--- src/ifeb_pkg.sv ---
package ifeb_pkg;

   localparam int REG_W = 16;
   localparam int EVT_W = 3;

   // register indices on the plain register port
   localparam logic [3:0] OFS_FLAG_STATUS_2 = 4'h0;
   localparam logic [3:0] OFS_FLAG_STATUS_3 = 4'h1;
   localparam logic [3:0] OFS_FLAG_STATUS_4 = 4'h2;
   localparam logic [3:0] OFS_ENABLE_CTRL_0 = 4'h3;
   localparam logic [3:0] OFS_ENABLE_CTRL_1 = 4'h4;
   localparam logic [3:0] OFS_EVT_STATUS = 4'h5;
   localparam logic [3:0] OFS_EVT_MASK = 4'h6;

   // field positions, flag register 2 (named fields in low nibble, hole at bit 13)
   localparam int BIT_CAN1_EVENT_FLAG = 3;
   localparam int BIT_CAN1_RX_READY_FLAG = 2;
   localparam int BIT_SPI_PORT2_EVENT_FLAG = 1;
   localparam int BIT_SPI_PORT2_ERROR_FLAG = 0;
   localparam int BIT_FLAG2_HOLE = 13;

   // field positions, flag register 3
   localparam int BIT_DMA_CH5_DONE_FLAG = 13;
   localparam int BIT_CAN2_EVENT_FLAG = 8;
   localparam int BIT_CAN2_RX_READY_FLAG = 7;
   localparam int BIT_EXT_IRQ4_FLAG = 6;
   localparam int BIT_EXT_IRQ3_FLAG = 5;
   localparam int BIT_TIMER9_FLAG = 4;
   localparam int BIT_TIMER8_FLAG = 3;
   localparam int BIT_I2C2_MASTER_EVENT_FLAG = 2;
   localparam int BIT_I2C2_SLAVE_EVENT_FLAG = 1;
   localparam int BIT_TIMER7_FLAG = 0;

   // field positions, flag register 4
   localparam int BIT_CAN2_TX_REQUEST_FLAG = 7;
   localparam int BIT_CAN1_TX_REQUEST_FLAG = 6;
   localparam int BIT_DMA_CH7_DONE_FLAG = 5;
   localparam int BIT_DMA_CH6_DONE_FLAG = 4;
   localparam int BIT_UART2_ERROR_FLAG = 2;
   localparam int BIT_UART1_ERROR_FLAG = 1;

   // field positions, enable registers (holes only; all others implemented)
   localparam int BIT_ENABLE0_HOLE = 15;
   localparam int BIT_ENABLE1_HOLE = 2;

   localparam logic [REG_W-1:0] MASK_FLAG_STATUS_2 =
      16'hFFFF & ~(REG_W'(1) << BIT_FLAG2_HOLE);
   localparam logic [REG_W-1:0] MASK_FLAG_STATUS_3 =
      (REG_W'(1) << BIT_DMA_CH5_DONE_FLAG) | (REG_W'(1) << BIT_CAN2_EVENT_FLAG) | 16'h00FF;
   localparam logic [REG_W-1:0] MASK_FLAG_STATUS_4 =
      (REG_W'(1) << BIT_CAN2_TX_REQUEST_FLAG) | (REG_W'(1) << BIT_CAN1_TX_REQUEST_FLAG)
      | (REG_W'(1) << BIT_DMA_CH7_DONE_FLAG) | (REG_W'(1) << BIT_DMA_CH6_DONE_FLAG)
      | (REG_W'(1) << BIT_UART2_ERROR_FLAG) | (REG_W'(1) << BIT_UART1_ERROR_FLAG);
   localparam logic [REG_W-1:0] MASK_ENABLE_CTRL_0 =
      16'hFFFF & ~(REG_W'(1) << BIT_ENABLE0_HOLE);
   localparam logic [REG_W-1:0] MASK_ENABLE_CTRL_1 =
      16'hFFFF & ~(REG_W'(1) << BIT_ENABLE1_HOLE);

   localparam logic [REG_W-1:0] RST_REG = 16'h0000;
   localparam logic [EVT_W-1:0] RST_EVT = 3'h0;

   typedef struct packed {
      logic [3:0] addr;
      logic [REG_W-1:0] wdata;
      logic wr;
      logic rd;
   } ifeb_bus_req_type;

   typedef struct packed {
      logic [REG_W-1:0] flag_0;
      logic [REG_W-1:0] flag_1;
      logic [REG_W-1:0] enable_2;
      logic [REG_W-1:0] enable_3;
      logic [REG_W-1:0] enable_4;
   } ifeb_peer_type;

   // write replaces the stored value, an event sets its bit regardless
   function automatic logic [REG_W-1:0] ifeb_update(input logic [REG_W-1:0] cur,
                                                    input logic hit,
                                                    input logic [REG_W-1:0] wdata,
                                                    input logic [REG_W-1:0] evt,
                                                    input logic [REG_W-1:0] mask);
      logic [REG_W-1:0] base;
      base = hit ? wdata : cur;
      return (base | evt) & mask;
   endfunction : ifeb_update

endpackage : ifeb_pkg

--- src/ifeb_bank.sv ---
`timescale 1ns/1ps
// Behaviour
// - flag reads one after its source requested
// - enable set lets request through, clear blocks
// - unimplemented bits read zero, ignore writes
// - flags and enables readable and writable
// - flag reg 3: DMA5 bit 13, CAN2 bit 8
// - flag reg 3 low byte source layout
// - flag reg 4 bits 7-4 CAN/DMA flags
// - flag reg 4 bits 2,1 UART errors
// - flag reg 2 bits 2-0 CAN1 rx, SPI2
// - enable reg 0 bits 14-8 layout
// - enable reg 0 bits 7-0 layout
// - enable reg 1 bits 15-8 layout
// - enable reg 1 low byte, bit 2 absent
// - flag reg 2 bit 3 CAN1 event
module ifeb_bank import ifeb_pkg::*; #(
   parameter int ADDR_W = 4
) (
   input wire logic sys_clk,
   input wire logic rstn,
   input wire ifeb_bus_req_type bus_req,
   output logic [REG_W-1:0] rdata,
   input wire logic [REG_W-1:0] src_evt_2,
   input wire logic [REG_W-1:0] src_evt_3,
   input wire logic [REG_W-1:0] src_evt_4,
   input wire ifeb_peer_type peer,
   output logic [REG_W-1:0] req_0,
   output logic [REG_W-1:0] req_1,
   output logic [REG_W-1:0] req_2,
   output logic [REG_W-1:0] req_3,
   output logic [REG_W-1:0] req_4,
   output logic irq
);

   generate
      if (ADDR_W != 4) begin : g_bad_addr_w
         $error("ifeb_bank: ADDR_W must be 4");
      end
   endgenerate

   logic [REG_W-1:0] flag_status_2;
   logic [REG_W-1:0] flag_status_3;
   logic [REG_W-1:0] flag_status_4;
   logic [REG_W-1:0] enable_ctrl_0;
   logic [REG_W-1:0] enable_ctrl_1;
   logic [EVT_W-1:0] evt_status;
   logic [EVT_W-1:0] evt_mask;

   // ---- address decode ----
   wire logic hit_f2 = bus_req.addr == OFS_FLAG_STATUS_2;
   wire logic hit_f3 = bus_req.addr == OFS_FLAG_STATUS_3;
   wire logic hit_f4 = bus_req.addr == OFS_FLAG_STATUS_4;
   wire logic hit_e0 = bus_req.addr == OFS_ENABLE_CTRL_0;
   wire logic hit_e1 = bus_req.addr == OFS_ENABLE_CTRL_1;
   wire logic hit_es = bus_req.addr == OFS_EVT_STATUS;
   wire logic hit_em = bus_req.addr == OFS_EVT_MASK;
   wire logic wr_f2 = bus_req.wr && hit_f2;
   wire logic wr_f3 = bus_req.wr && hit_f3;
   wire logic wr_f4 = bus_req.wr && hit_f4;
   wire logic wr_e0 = bus_req.wr && hit_e0;
   wire logic wr_e1 = bus_req.wr && hit_e1;
   wire logic wr_es = bus_req.wr && hit_es;
   wire logic wr_em = bus_req.wr && hit_em;

   // ---- source events, only at implemented positions ----
   wire logic [REG_W-1:0] evt_f2 = src_evt_2 & MASK_FLAG_STATUS_2;
   wire logic [REG_W-1:0] evt_f3 = src_evt_3 & MASK_FLAG_STATUS_3;
   wire logic [REG_W-1:0] evt_f4 = src_evt_4 & MASK_FLAG_STATUS_4;

   // an event in the same cycle as a clearing write still lands in the flag
   wire logic [REG_W-1:0] next_flag_status_2 =
      ifeb_update(flag_status_2, wr_f2, bus_req.wdata, evt_f2, MASK_FLAG_STATUS_2);
   wire logic [REG_W-1:0] next_flag_status_3 =
      ifeb_update(flag_status_3, wr_f3, bus_req.wdata, evt_f3, MASK_FLAG_STATUS_3);
   wire logic [REG_W-1:0] next_flag_status_4 =
      ifeb_update(flag_status_4, wr_f4, bus_req.wdata, evt_f4, MASK_FLAG_STATUS_4);
   wire logic [REG_W-1:0] next_enable_ctrl_0 =
      ifeb_update(enable_ctrl_0, wr_e0, bus_req.wdata, RST_REG, MASK_ENABLE_CTRL_0);
   wire logic [REG_W-1:0] next_enable_ctrl_1 =
      ifeb_update(enable_ctrl_1, wr_e1, bus_req.wdata, RST_REG, MASK_ENABLE_CTRL_1);

   // summary events: one bit per flag register, write one to clear, set wins
   wire logic [EVT_W-1:0] evt_new = {|evt_f4, |evt_f3, |evt_f2};
   wire logic [EVT_W-1:0] evt_clr = wr_es ? bus_req.wdata[EVT_W-1:0] : RST_EVT;
   wire logic [EVT_W-1:0] next_evt_status = (evt_status & ~evt_clr) | evt_new;
   wire logic [EVT_W-1:0] next_evt_mask = wr_em ? bus_req.wdata[EVT_W-1:0] : evt_mask;

   // ---- read mux; unmapped indices read zero ----
   wire logic [REG_W-1:0] read_mux =
      hit_f2 ? flag_status_2 :
      hit_f3 ? flag_status_3 :
      hit_f4 ? flag_status_4 :
      hit_e0 ? enable_ctrl_0 :
      hit_e1 ? enable_ctrl_1 :
      hit_es ? {{(REG_W-EVT_W){1'b0}}, evt_status} :
      hit_em ? {{(REG_W-EVT_W){1'b0}}, evt_mask} :
      RST_REG;
   wire logic [REG_W-1:0] next_rdata = bus_req.rd ? read_mux : RST_REG;

   // named enable bits, most significant first; holes never store a one
   wire logic dma_ch1_done_enable;
   wire logic adc1_done_enable;
   wire logic uart1_tx_enable_irq;
   wire logic uart1_rx_enable_irq;
   wire logic spi_port1_event_enable;
   wire logic spi_port1_error_enable;
   wire logic timer3_irq_enable;
   wire logic timer2_irq_enable;
   wire logic out_compare2_enable;
   wire logic in_capture2_enable;
   wire logic dma_ch0_done_enable;
   wire logic timer1_irq_enable;
   wire logic out_compare1_enable;
   wire logic in_capture1_enable;
   wire logic ext_irq0_enable;
   wire logic uart2_tx_enable_irq;
   wire logic uart2_rx_enable_irq;
   wire logic ext_irq2_enable;
   wire logic timer5_irq_enable;
   wire logic timer4_irq_enable;
   wire logic out_compare4_enable;
   wire logic out_compare3_enable;
   wire logic dma_ch2_done_enable;
   wire logic in_capture8_enable;
   wire logic in_capture7_enable;
   wire logic adc2_done_enable;
   wire logic ext_irq1_enable;
   wire logic change_notify_enable;
   wire logic i2c1_master_event_enable;
   wire logic i2c1_slave_event_enable;

   assign {
      dma_ch1_done_enable,
      adc1_done_enable,
      uart1_tx_enable_irq,
      uart1_rx_enable_irq,
      spi_port1_event_enable,
      spi_port1_error_enable,
      timer3_irq_enable,
      timer2_irq_enable,
      out_compare2_enable,
      in_capture2_enable,
      dma_ch0_done_enable,
      timer1_irq_enable,
      out_compare1_enable,
      in_capture1_enable,
      ext_irq0_enable
   } = enable_ctrl_0[REG_W-2:0];

   assign {
      uart2_tx_enable_irq,
      uart2_rx_enable_irq,
      ext_irq2_enable,
      timer5_irq_enable,
      timer4_irq_enable,
      out_compare4_enable,
      out_compare3_enable,
      dma_ch2_done_enable,
      in_capture8_enable,
      in_capture7_enable,
      adc2_done_enable,
      ext_irq1_enable,
      change_notify_enable
   } = enable_ctrl_1[REG_W-1:BIT_ENABLE1_HOLE+1];
   assign {i2c1_master_event_enable, i2c1_slave_event_enable} =
      enable_ctrl_1[BIT_ENABLE1_HOLE-1:0];

   wire logic [REG_W-1:0] enable_view_0 = {1'h0,
      dma_ch1_done_enable,
      adc1_done_enable,
      uart1_tx_enable_irq,
      uart1_rx_enable_irq,
      spi_port1_event_enable,
      spi_port1_error_enable,
      timer3_irq_enable,
      timer2_irq_enable,
      out_compare2_enable,
      in_capture2_enable,
      dma_ch0_done_enable,
      timer1_irq_enable,
      out_compare1_enable,
      in_capture1_enable,
      ext_irq0_enable};

   wire logic [REG_W-1:0] enable_view_1 = {
      uart2_tx_enable_irq,
      uart2_rx_enable_irq,
      ext_irq2_enable,
      timer5_irq_enable,
      timer4_irq_enable,
      out_compare4_enable,
      out_compare3_enable,
      dma_ch2_done_enable,
      in_capture8_enable,
      in_capture7_enable,
      adc2_done_enable,
      ext_irq1_enable,
      change_notify_enable,
      1'h0,
      i2c1_master_event_enable,
      i2c1_slave_event_enable};

   // named flag bits of the sparse registers; views force the holes to zero
   wire logic dma_ch5_done_flag = flag_status_3[BIT_DMA_CH5_DONE_FLAG];
   wire logic can2_event_flag = flag_status_3[BIT_CAN2_EVENT_FLAG];
   wire logic can2_rx_ready_flag = flag_status_3[BIT_CAN2_RX_READY_FLAG];
   wire logic ext_irq4_flag = flag_status_3[BIT_EXT_IRQ4_FLAG];
   wire logic ext_irq3_flag = flag_status_3[BIT_EXT_IRQ3_FLAG];
   wire logic timer9_flag = flag_status_3[BIT_TIMER9_FLAG];
   wire logic timer8_flag = flag_status_3[BIT_TIMER8_FLAG];
   wire logic i2c2_master_event_flag = flag_status_3[BIT_I2C2_MASTER_EVENT_FLAG];
   wire logic i2c2_slave_event_flag = flag_status_3[BIT_I2C2_SLAVE_EVENT_FLAG];
   wire logic timer7_flag = flag_status_3[BIT_TIMER7_FLAG];
   wire logic can2_tx_request_flag = flag_status_4[BIT_CAN2_TX_REQUEST_FLAG];
   wire logic can1_tx_request_flag = flag_status_4[BIT_CAN1_TX_REQUEST_FLAG];
   wire logic dma_ch7_done_flag = flag_status_4[BIT_DMA_CH7_DONE_FLAG];
   wire logic dma_ch6_done_flag = flag_status_4[BIT_DMA_CH6_DONE_FLAG];
   wire logic uart2_error_flag = flag_status_4[BIT_UART2_ERROR_FLAG];
   wire logic uart1_error_flag = flag_status_4[BIT_UART1_ERROR_FLAG];

   wire logic [REG_W-1:0] flag_view_3 = {2'h0, dma_ch5_done_flag, 4'h0, can2_event_flag,
      can2_rx_ready_flag,
      ext_irq4_flag,
      ext_irq3_flag,
      timer9_flag,
      timer8_flag,
      i2c2_master_event_flag,
      i2c2_slave_event_flag,
      timer7_flag};

   wire logic [REG_W-1:0] flag_view_4 = {8'h00,
      can2_tx_request_flag, can1_tx_request_flag, dma_ch7_done_flag, dma_ch6_done_flag,
      1'h0, uart2_error_flag, uart1_error_flag, 1'h0};

   // ---- request gating toward arbitration ----
   wire logic [REG_W-1:0] next_req_0 = peer.flag_0 & enable_view_0;
   wire logic [REG_W-1:0] next_req_1 = peer.flag_1 & enable_view_1;
   wire logic [REG_W-1:0] next_req_2 = flag_status_2 & peer.enable_2;
   wire logic [REG_W-1:0] next_req_3 = flag_view_3 & peer.enable_3;
   wire logic [REG_W-1:0] next_req_4 = flag_view_4 & peer.enable_4;
   wire logic next_irq = |(evt_status & evt_mask);

   always_ff @(posedge sys_clk or negedge rstn) begin
      if (!rstn) begin
         flag_status_2 <= RST_REG;
      end else begin
         flag_status_2 <= next_flag_status_2;
      end
   end

   always_ff @(posedge sys_clk or negedge rstn) begin
      if (!rstn) begin
         flag_status_3 <= RST_REG;
      end else begin
         flag_status_3 <= next_flag_status_3;
      end
   end

   always_ff @(posedge sys_clk or negedge rstn) begin
      if (!rstn) begin
         flag_status_4 <= RST_REG;
      end else begin
         flag_status_4 <= next_flag_status_4;
      end
   end

   always_ff @(posedge sys_clk or negedge rstn) begin
      if (!rstn) begin
         enable_ctrl_0 <= RST_REG;
      end else begin
         enable_ctrl_0 <= next_enable_ctrl_0;
      end
   end

   always_ff @(posedge sys_clk or negedge rstn) begin
      if (!rstn) begin
         enable_ctrl_1 <= RST_REG;
      end else begin
         enable_ctrl_1 <= next_enable_ctrl_1;
      end
   end

   always_ff @(posedge sys_clk or negedge rstn) begin
      if (!rstn) begin
         evt_status <= RST_EVT;
      end else begin
         evt_status <= next_evt_status;
      end
   end

   always_ff @(posedge sys_clk or negedge rstn) begin
      if (!rstn) begin
         evt_mask <= RST_EVT;
      end else begin
         evt_mask <= next_evt_mask;
      end
   end

   // outputs lag their cause by one cycle so each comes straight from a flop
   always_ff @(posedge sys_clk or negedge rstn) begin
      if (!rstn) begin
         rdata <= RST_REG;
      end else begin
         rdata <= next_rdata;
      end
   end

   always_ff @(posedge sys_clk or negedge rstn) begin
      if (!rstn) begin
         req_0 <= RST_REG;
      end else begin
         req_0 <= next_req_0;
      end
   end

   always_ff @(posedge sys_clk or negedge rstn) begin
      if (!rstn) begin
         req_1 <= RST_REG;
      end else begin
         req_1 <= next_req_1;
      end
   end

   always_ff @(posedge sys_clk or negedge rstn) begin
      if (!rstn) begin
         req_2 <= RST_REG;
      end else begin
         req_2 <= next_req_2;
      end
   end

   always_ff @(posedge sys_clk or negedge rstn) begin
      if (!rstn) begin
         req_3 <= RST_REG;
      end else begin
         req_3 <= next_req_3;
      end
   end

   always_ff @(posedge sys_clk or negedge rstn) begin
      if (!rstn) begin
         req_4 <= RST_REG;
      end else begin
         req_4 <= next_req_4;
      end
   end

   always_ff @(posedge sys_clk or negedge rstn) begin
      if (!rstn) begin
         irq <= 1'b0;
      end else begin
         irq <= next_irq;
      end
   end

endmodule : ifeb_bank

--- config.mk ---
export PLATFORM = sky130hd
export DESIGN_NAME = ifeb_bank
export DESIGN_NICKNAME = d
export VERILOG_FILES = /design/src/ifeb_pkg.sv /design/src/ifeb_bank.sv
export SDC_FILE = /design/constraint.sdc
export NUM_CORES = 1
export LEC_CHECK = 0
export ABC_AREA = 1
export BUFFER_PORTS_ARGS = -buffer_cell sky130_fd_sc_hd__buf_2
export CORE_MARGIN = 5
export CORE_UTILIZATION = 40
export DETAILED_ROUTE_END_ITERATION = 12
export GPL_TIMING_DRIVEN = 1
export PLACE_DENSITY = 0.68
export SLEW_MARGIN = 20
export SYNTH_ARGS = -nofsm -noshare
export SYNTH_HDL_FRONTEND = slang
export SYNTH_SLANG_ARGS = --single-unit
--- constraint.sdc ---
create_clock -name sys_clk -period 2 [get_ports sys_clk]
set_input_delay 0.6 -clock sys_clk [delete_from_list [all_inputs] [get_ports sys_clk]]
set_output_delay 0.6 -clock sys_clk [all_outputs]
set_load 0.05 [all_outputs]
* After elaboration in Yosys (flattened, before gate mapping)
Cells that the tools add are included.
Word-level totals: register bits 164, latch bits 0, RAM bits 0, bits in read-only memories 0, input port bits 152, output and inout port bits 97, logic and storage cells 56, memories 0
Operators by class: $add $sub $neg 0, multipliers 0, div/mod/pow operators 0, $lt $le $gt $ge 0, equal/unequal tests 6, shift-type cells 0, muxes and demuxes 12, bitwise operators 12, reductions and logical operators 12
Operator list (number):
- 16-bit two-way mux | 7
- 16-bit bitwise AND | 2
- 14-bit by 16-bit bitwise AND with 16-bit output | 1
- 16-bit by 15-bit bitwise AND with 16-bit output | 1
- 8-bit by 16-bit bitwise AND with 16-bit output | 1
- 16-bit bitwise OR | 1
- 15-bit OR reduction | 1
- 14-bit two-way mux | 1
- 14-bit bitwise OR | 1
- 4-bit by 3-bit == test with 1-bit output, second input constant | 3
- 10-bit OR reduction | 1
- 3-bit two-way mux | 3
- 4-bit by 2-bit == test with 1-bit output, second input constant | 2
- 8-bit two-way mux | 1
- 8-bit bitwise OR | 1
- 1-bit logical AND | 7
- 3-bit bitwise AND | 2
- 6-bit OR reduction | 1
- 4-bit by 1-bit == test with 1-bit output, second input constant | 1
- 4-bit zero test | 1
- 3-bit NOT | 1
- 3-bit bitwise OR | 1
- 3-bit OR reduction | 1

* Longest topological paths before layout
Gate-level depths: netlist of run 1.
depth after elaboration 9, mapped depth 10, depth with buffers taken out 10

* Least setup slack after synthesis of run 1
Ideal clock, no wire load.
path kind in2reg, start point input port bus_req[21] (netlist bit), end point register enable_ctrl_1[15], library setup time 125 ps, arrival time 1423 ps, required time 1875 ps, slack 452 ps, stages 6, buffers on the path 1, cell sequence inv_2 -> nand2_1 -> nor2_8 -> nand2_2 -> buf_6 -> mux2_4
On the way: word-level cells in the longest chain between the ends 2
RTL lines:
- from (decl) | RTL line ifeb_bank.sv:22 | input wire ifeb_bus_req_type bus_req,
- 4-bit by 3-bit == test with 1-bit output | RTL line ifeb_bank.sv:55 | wire logic hit_e1 = bus_req.addr == OFS_ENABLE_CTRL_1;
- 1-bit logical AND | RTL line ifeb_bank.sv:62 | wire logic wr_e1 = bus_req.wr && hit_e1;
- to (signal assigned) | RTL line ifeb_bank.sv:280 | enable_ctrl_1 <= next_enable_ctrl_1;
- to (decl) | RTL line ifeb_bank.sv:46 | logic [REG_W-1:0] enable_ctrl_1;
No other way between the ends. A chain may end at the register's enable or synchronous reset.

* Worst setup path after layout of run 1
start point register irq, end point output port irq
RTL lines:
- from (decl) | RTL line ifeb_bank.sv:33 | output logic irq
- from (signal assigned) | RTL line ifeb_bank.sv:353 | irq <= next_irq;
No word-level cell between the ends.

==> impl_metrics.toml, run 1 <==
[detailed_routing]
firstDrtPassIters = 5
wl_per_cell_um = 15.3
drt_iter0_markers = 294
ant_nets = 0
wl_um = 15800
vias = 4872
avgViaCountPerCell = 4.71
drc = 0

[clock_tree]
cts_buffers = 17
hold_buffers = 0
clkTransAtPathRegs_ns = 0.05
htree_levels = 4
cts_buffer_depth = 2
cts_num_sinks = 145
post_cts_buffers = 0
insertion_delay_ns = 0.42
cts_resized = 0
cts_tree = "yes"
cts-root-buf = "clkbuf_16"

[floorplan]
num_rows = 44
core-area_um2 = 14500
dieArea_um2 = 17200
ioPinCount = 249
die_y_um = 131
die_w_um = 131
floorplan.initialDensity_pct = 40.6

[pwr]
combPwrFrac_pct = 17.1
p_clk_share_pct = 37.5
p_sw_mw = 2.28
vdd_drop_max_mv = 0.538
p_sw_share_pct = 30.6
power_density_nw_per_um2 = 985
p_int_mw = 5.17
p_leak_nw = 4.35
p_seq_share_pct = 45.4

[cells_and_area]
syn2layout_area_growth_pct = 28.7
fin_nets = 991
n_fill_cell = 1403
final_area_um2 = 7570
layout_commonest_cell = "buf_2"
drive_gt1_share_pct = 30.4
diodes = 0
final_cell_mix = "buf_2 (192), nand2_1 (177), dfrtp_1 (145)"

[yosys]
synth.distinct_cells = 28
synth-seq-area-share_pct = 61.7
syn_area_per_cell_um2 = 9.35
synth_cells = 629
synth_warnings = 0
netlist_area_um2 = 5880
synth_seq_cells = 145

[setup_path]
end_kind = "output pin"
path_class = "reg2out"
cp_num_buf_inv = 1
cp_data_arrival_time_ns = 1.02
slowest_stage = "dfrtp_1"
critPathTopFamily = "flip-flops"
cp.required_ns = 1.40
r2r_setup_slack_ns = 0.98
critPathMaxFanout = 1
crit_path_cell_trace = "buf_2"
start_kind = "flip-flop"
critical-path-max-stage-delay_ns = 0.32

[worst_hold_path]
hold_class = "in2async"

[sta]
max-slew-margin-rel_pct = 64.6
fin_crit_sh_pct = 81.0
final-max-slew-violation-count = 0
skew_ns = 0.00474
min_period_ns = 1.62
worst_pin_slew_ns = 0.526
fmax_ghz = 0.618
finalSetupViolCount = 0
setup_tns_ns = 0
hold_violations = 0
rsz0062_at_grt = "no"

[global_routing]
grt_pass1_wl_um = 25500
grt_max_degree = 56
grt.total_usage_pct = 18.6
antenna_found_initial = 1
grt_pass1_vias = 5039
overflow = 0

[outcome]
status = "complete, no violations"

[placement]
place.port_buffers = 193
gp_congestion = 0.805
placed_area_um2 = 7040
post-dp-hpwl_um = 12100

[run]
cap_violations = 0
## per-layer routing
| metal | share of wire [%] | global-route usage, % | vias to the layer above |
|---|---|---|---|
| li1 | - | - | 2350 |
| met1 | 42 | 22.5 | 2291 |
| met2 | 47 | 29.9 | 204 |
| met3 | 8.8 | 7.15 | 25 |
| met4 | 2.1 | 7.37 | 2 |
| met5 | 0.070 | 0 | - |
## power by group through the flow
stage                     combinational, mW  clock, mW  sequential, mW
after floorplan                       0.422          0            3.85
after global placement                 1.27          0            3.43
after detailed placement               1.29          0            3.44
after CTS                              1.29       2.87            3.39
after global routing                   1.39       2.98            3.42
final                                  1.28       2.80            3.38
## cell usage after synthesis
| library cell | n | area (µm²) |
|---|---|---|
| nor2_8 | 2 | 40.0 |
| nor4_1 | 6 | 37.5 |
| buf_4 | 22 | 165 |
| nand3_1 | 22 | 110 |
| a21boi_0 | 1 | 7.51 |
| inv_1 | 97 | 364 |
| a21oi_1 | 41 | 205 |
| o211ai_1 | 4 | 30.0 |
| nor2_4 | 3 | 33.8 |
| nand4_1 | 4 | 25.0 |
| nor3_1 | 1 | 5.00 |
| o21ai_1 | 25 | 125 |
| dfrtp_1 | 145 | 3630 |
| nor2_1 | 7 | 26.3 |
| mux2_4 | 1 | 15.0 |
| clkbuf_1 | 2 | 7.51 |
| nor2_2 | 1 | 6.26 |
| o21ai_0 | 39 | 195 |
| nand2_4 | 1 | 11.3 |
| nand2_2 | 5 | 31.3 |
| conb_1 | 1 | 3.75 |
| nand2_1 | 177 | 664 |
| inv_2 | 6 | 22.5 |
| a31oi_1 | 2 | 12.5 |
| buf_2 | 7 | 35.0 |
| inv_4 | 1 | 6.26 |
| buf_6 | 5 | 56.3 |
| nor3_2 | 1 | 10.0 |
## per-stage QoR
stage | total power [mW] | util [%] | hold slack, ns | instances | setup slack, ns
after floorplan | 4.27 | - | 0.304 | 647 | 0.452
after global placement | 4.70 | 48.7 | 0.464 | 1004 | 0.148
after detailed placement | 4.73 | 48.7 | 0.471 | 1004 | 0.113
after CTS | 7.55 | 52.3 | 0.0616 | 1035 | 0.350
after global routing | 7.80 | 52.3 | 0.0842 | 1035 | 0.337
final | 7.45 | 52.3 | 0.0664 | 1035 | 0.381
## path summary, 6_finish.rpt
check                                      start         to  cells after the start
worst max-delay path                         irq        irq                      1
worst min-delay path                        rstn  req_0[11]                      1
worst max register to register  enable_ctrl_0[0]   rdata[0]                      4
worst min register to register  flag_status_2[0]   req_2[0]                      2
max in group asynchronous                   rstn   req_2[6]                      2
min in group sys_clk                    peer[54]   req_1[6]                      3
## registers in the layout, indices dropped and copies added (netlist names)
| name | count |
|---|---|
| req_4 | 6 |
| req_1 | 15 |
| evt_mask | 3 |
| irq | 1 |
| enable_ctrl_1 | 15 |
| req_0 | 15 |
| rdata | 16 |
| req_2 | 15 |
| flag_status_2 | 15 |
| evt_status | 3 |
| flag_status_4 | 6 |
| enable_ctrl_0 | 15 |
| flag_status_3 | 10 |
| req_3 | 10 |
## final cells by class
type                    count  area, µm²  area share, %
flip-flops and latches    145       3630           47.9
multi-input cells         362       1660           22.0
repair buffers            209       1130           14.9
clock buffers              21        460           6.08
inverters                 104        393           5.19
well taps                 184        230           3.04
clock inverters            10       63.8          0.843
## kinds of logic (layout without fill, tap and decap cells)
family / count (synthesis) / in the layout / share of synthesized area [%]
flops: 145 / 145 / 61.7
compound gates: 112 / 112 / 9.79
simple gates: 230 / 230 / 17.0
mux: 1 / 1 / 0.255
other cells: 1 / 19 / 0.0638
buf+inv: 140 / 344 / 11.2
(Power assumes the default switching activity.)
==> run 2: changes to the inputs <==
ABC_AREA = 0   (was 1)
PLACE_DENSITY = 0.7   (was 0.68)
clock period = 1.3 ns   (was 2 ns; I/O delays follow)
==> run 2 against run 1 <==
The flow now finishes with violations (negative setup slack). Sequential share of layout area shrank 6.2 points. Final area up 15%. Combinational power grew 110%. Non-clock buffer count grew 45. Clock-buffer cell count is 2 higher. Clock power increased by 72%. Wire length grew 13%. Critical path depth unchanged. Clock skew grew 0.0019 ns. Synthesized cell count fell by 19%. Sequential power grew 57%. Synthesized area grew 1.3%. Largest power group unchanged.
==> impl_metrics.toml, run 2 <==
[outcome]
status = "finished with violations"
violations = "negative setup slack"

[yosys]
synth-edff-count = 0
yosysTopAreaCellShare_pct = 60.9
synth-seq-area-share_pct = 60.9
netlist_area_um2 = 5960
synth_area_leaders = "dfrtp_1 (61%), and2_1 (6.8%), mux2_2 (5.9%), nand2_1 (4.0%), nand3b_1 (3.4%)"
synth_seq_cells = 145
synth_cells = 510
async_flop_share_pct = 100
synth_most_common_cell = "dfrtp_1"
yosys.area.top_type = "dfrtp_1"
synthTopCellsByCount = "dfrtp_1 (145), and2_1 (65), nand2_1 (63)"
syn_area_per_cell_um2 = 11.7
synth_warnings = 0
synth.distinct_cells = 44
synth_flop_cell = "dfrtp_1"

[cells_and_area]
syn2layout_area_growth_pct = 45.8
drive_gt1_share_pct = 43.0
largest_reg_flops = 16
largest-register = "rdata"
fin_nets = 913
final_area_um2 = 8690
final_cell_mix = "dfrtp_1 (145), buf_2 (114), buf_6 (79)"
final-instance-count-excl-fill = 961
layout_commonest_cell = "dfrtp_1"

[placement]
gp_congestion = 0.865
placed_area_um2 = 7580
post-dp-hpwl_um = 13800
place.port_buffers = 193
dp_cells = 925
dpl_worst_slack_ns = -0.460

[clock_tree]
cts_num_sinks = 145
post_cts_buffers = 0
cts_tree = "yes"
cts_buffers = 17
cts_buffer_depth = 2
htree_levels = 4
cts-root-buf = "clkbuf_16"
insertion_delay_ns = 0.42
clkTransAtPathRegs_ns = 0.06

[setup_path]
cp_data_arrival_time_ns = 0.97
crit_path_cell_trace = "buf_6"
r2r-start = "evt_status[1]"
cp.required_ns = 0.91
start_kind = "flip-flop"
critPathTopFamily = "flip-flops"
cp_num_buf_inv = 1
critical-path-max-stage-delay_ns = 0.40
end_kind = "output pin"
critPathLaunch = "req_1[9]"
critPathMaxFanout = 1
path_class = "reg2out"
slowest_stage = "dfrtp_1"

[sta]
worst_pin_slew_ns = 0.517
max-slew-margin-rel_pct = 65.2
hold_slack_ns = 0.176
min_period_ns = 1.36
final-max-slew-violation-count = 0
rsz0062_at_grt = "yes"
skew_ns = 0.00667
hold_violations = 0
fin_crit_sh_pct = 105
fmax_ghz = 0.733
finalSetupViolCount = 78
finalWorstSetupSlack_ns = -0.0639

[detailed_routing]
ant_nets = 0
wl_um = 17900
avgViaCountPerCell = 4.96
drc = 0
vias = 4766
drt_iter0_markers = 292
firstDrtPassIters = 5
wl_per_cell_um = 18.6

[floorplan]
die_y_um = 132
num_rows = 44
ioPinCount = 249
dieArea_um2 = 17400
die_w_um = 132
core-area_um2 = 14600
floorplan.initialDensity_pct = 40.8

[global_routing]
overflow = 0
grt_pass1_wl_um = 28200
grt_max_degree = 31
grt_pass1_vias = 5145
antenna_found_initial = 6
grt.total_usage_pct = 20.7

[pwr]
power_density_nw_per_um2 = 1470
p_leak_nw = 4.24
total_power_mw = 12.8
vdd_drop_max_mv = 0.816

[worst_hold_path]
hold_class = "in2reg"
min_from = "src_evt_2[10]"

[run]
cap_violations = 0
run 2: worst paths after layout:
check / end / slack (ns) / cells past startpoint
max in group asynchronous: enable_ctrl_0[5] / 0.40 / 3
setup reg to reg: rdata[1] / 0.07 / 4
setup / recovery: req_1[9] / -0.06 / 1
min in group asynchronous: req_2[11] / 0.43 / 2
hold / removal: flag_status_2[10] / 0.18 / 2
hold reg to reg: req_0[6] / 0.48 / 1
run 2: cell type report:
class	count	area (µm²)
antenna	3	7.51
clock buffer	23	478
clock inverter	9	106
fill	1238	5900
inverter	11	41.3
multi-input combinational	332	2200
sequential	145	3630
tap	184	230
timing repair buffer	254	2000
run 2: power breakdown:
part	internal, mW	switching, mW	total, mW
Clock	2.97	1.85	4.82
Sequential	4.99	0.324	5.32
Combinational	1.11	1.53	2.64
Total	9.07	3.71	12.8
run 2: worst reg2reg max path: stages (launching register included):
cell      delay, ns
dfrtp_1        0.41
and3b_1        0.17
a31o_2         0.22
o21ai_1        0.19
a221oi_2       0.11
run 2: cell families after synthesis:
group / synth area share (%)
muxes: 6.95
buffers and inverters: 5.00
AOI/OAI and AO/OA: 7.06
DFF: 60.9
and+or+nand+nor: 20.0
other: 0.0629
run 2: through the flow:
step	util, %	TNS, ns
2_1_floorplan	-	-4.49
3_3_place_gp	52.0	-20.87
3_5_place_dp	52.0	-23.87
4_1_cts	59.5	-4.33
5_1_grt	59.5	-5.14
6_report	59.5	-2.43
run 2: metal layers:
| layer | track usage (%) | vias to the layer above | routed length [µm] |
|---|---|---|---|
| met1 | 25.6 | 2328 | 7220 |
| met2 | 34.4 | 184 | 8990 |
| li1 | - | 2211 | - |
| met4 | 7.83 | 6 | 445 |
| met3 | 5.73 | 37 | 1200 |
| met5 | 0 | - | 22 |
run 2: repair_timing:
item / 4_1_cts / 5_1_grt
gates resized for setup: 158 / 2
gates cloned: 0 / 0
endpoints found under the setup margin: 80 / 82
hold endpoints to repair: 25 / 0
hold buffers: 1 / 0
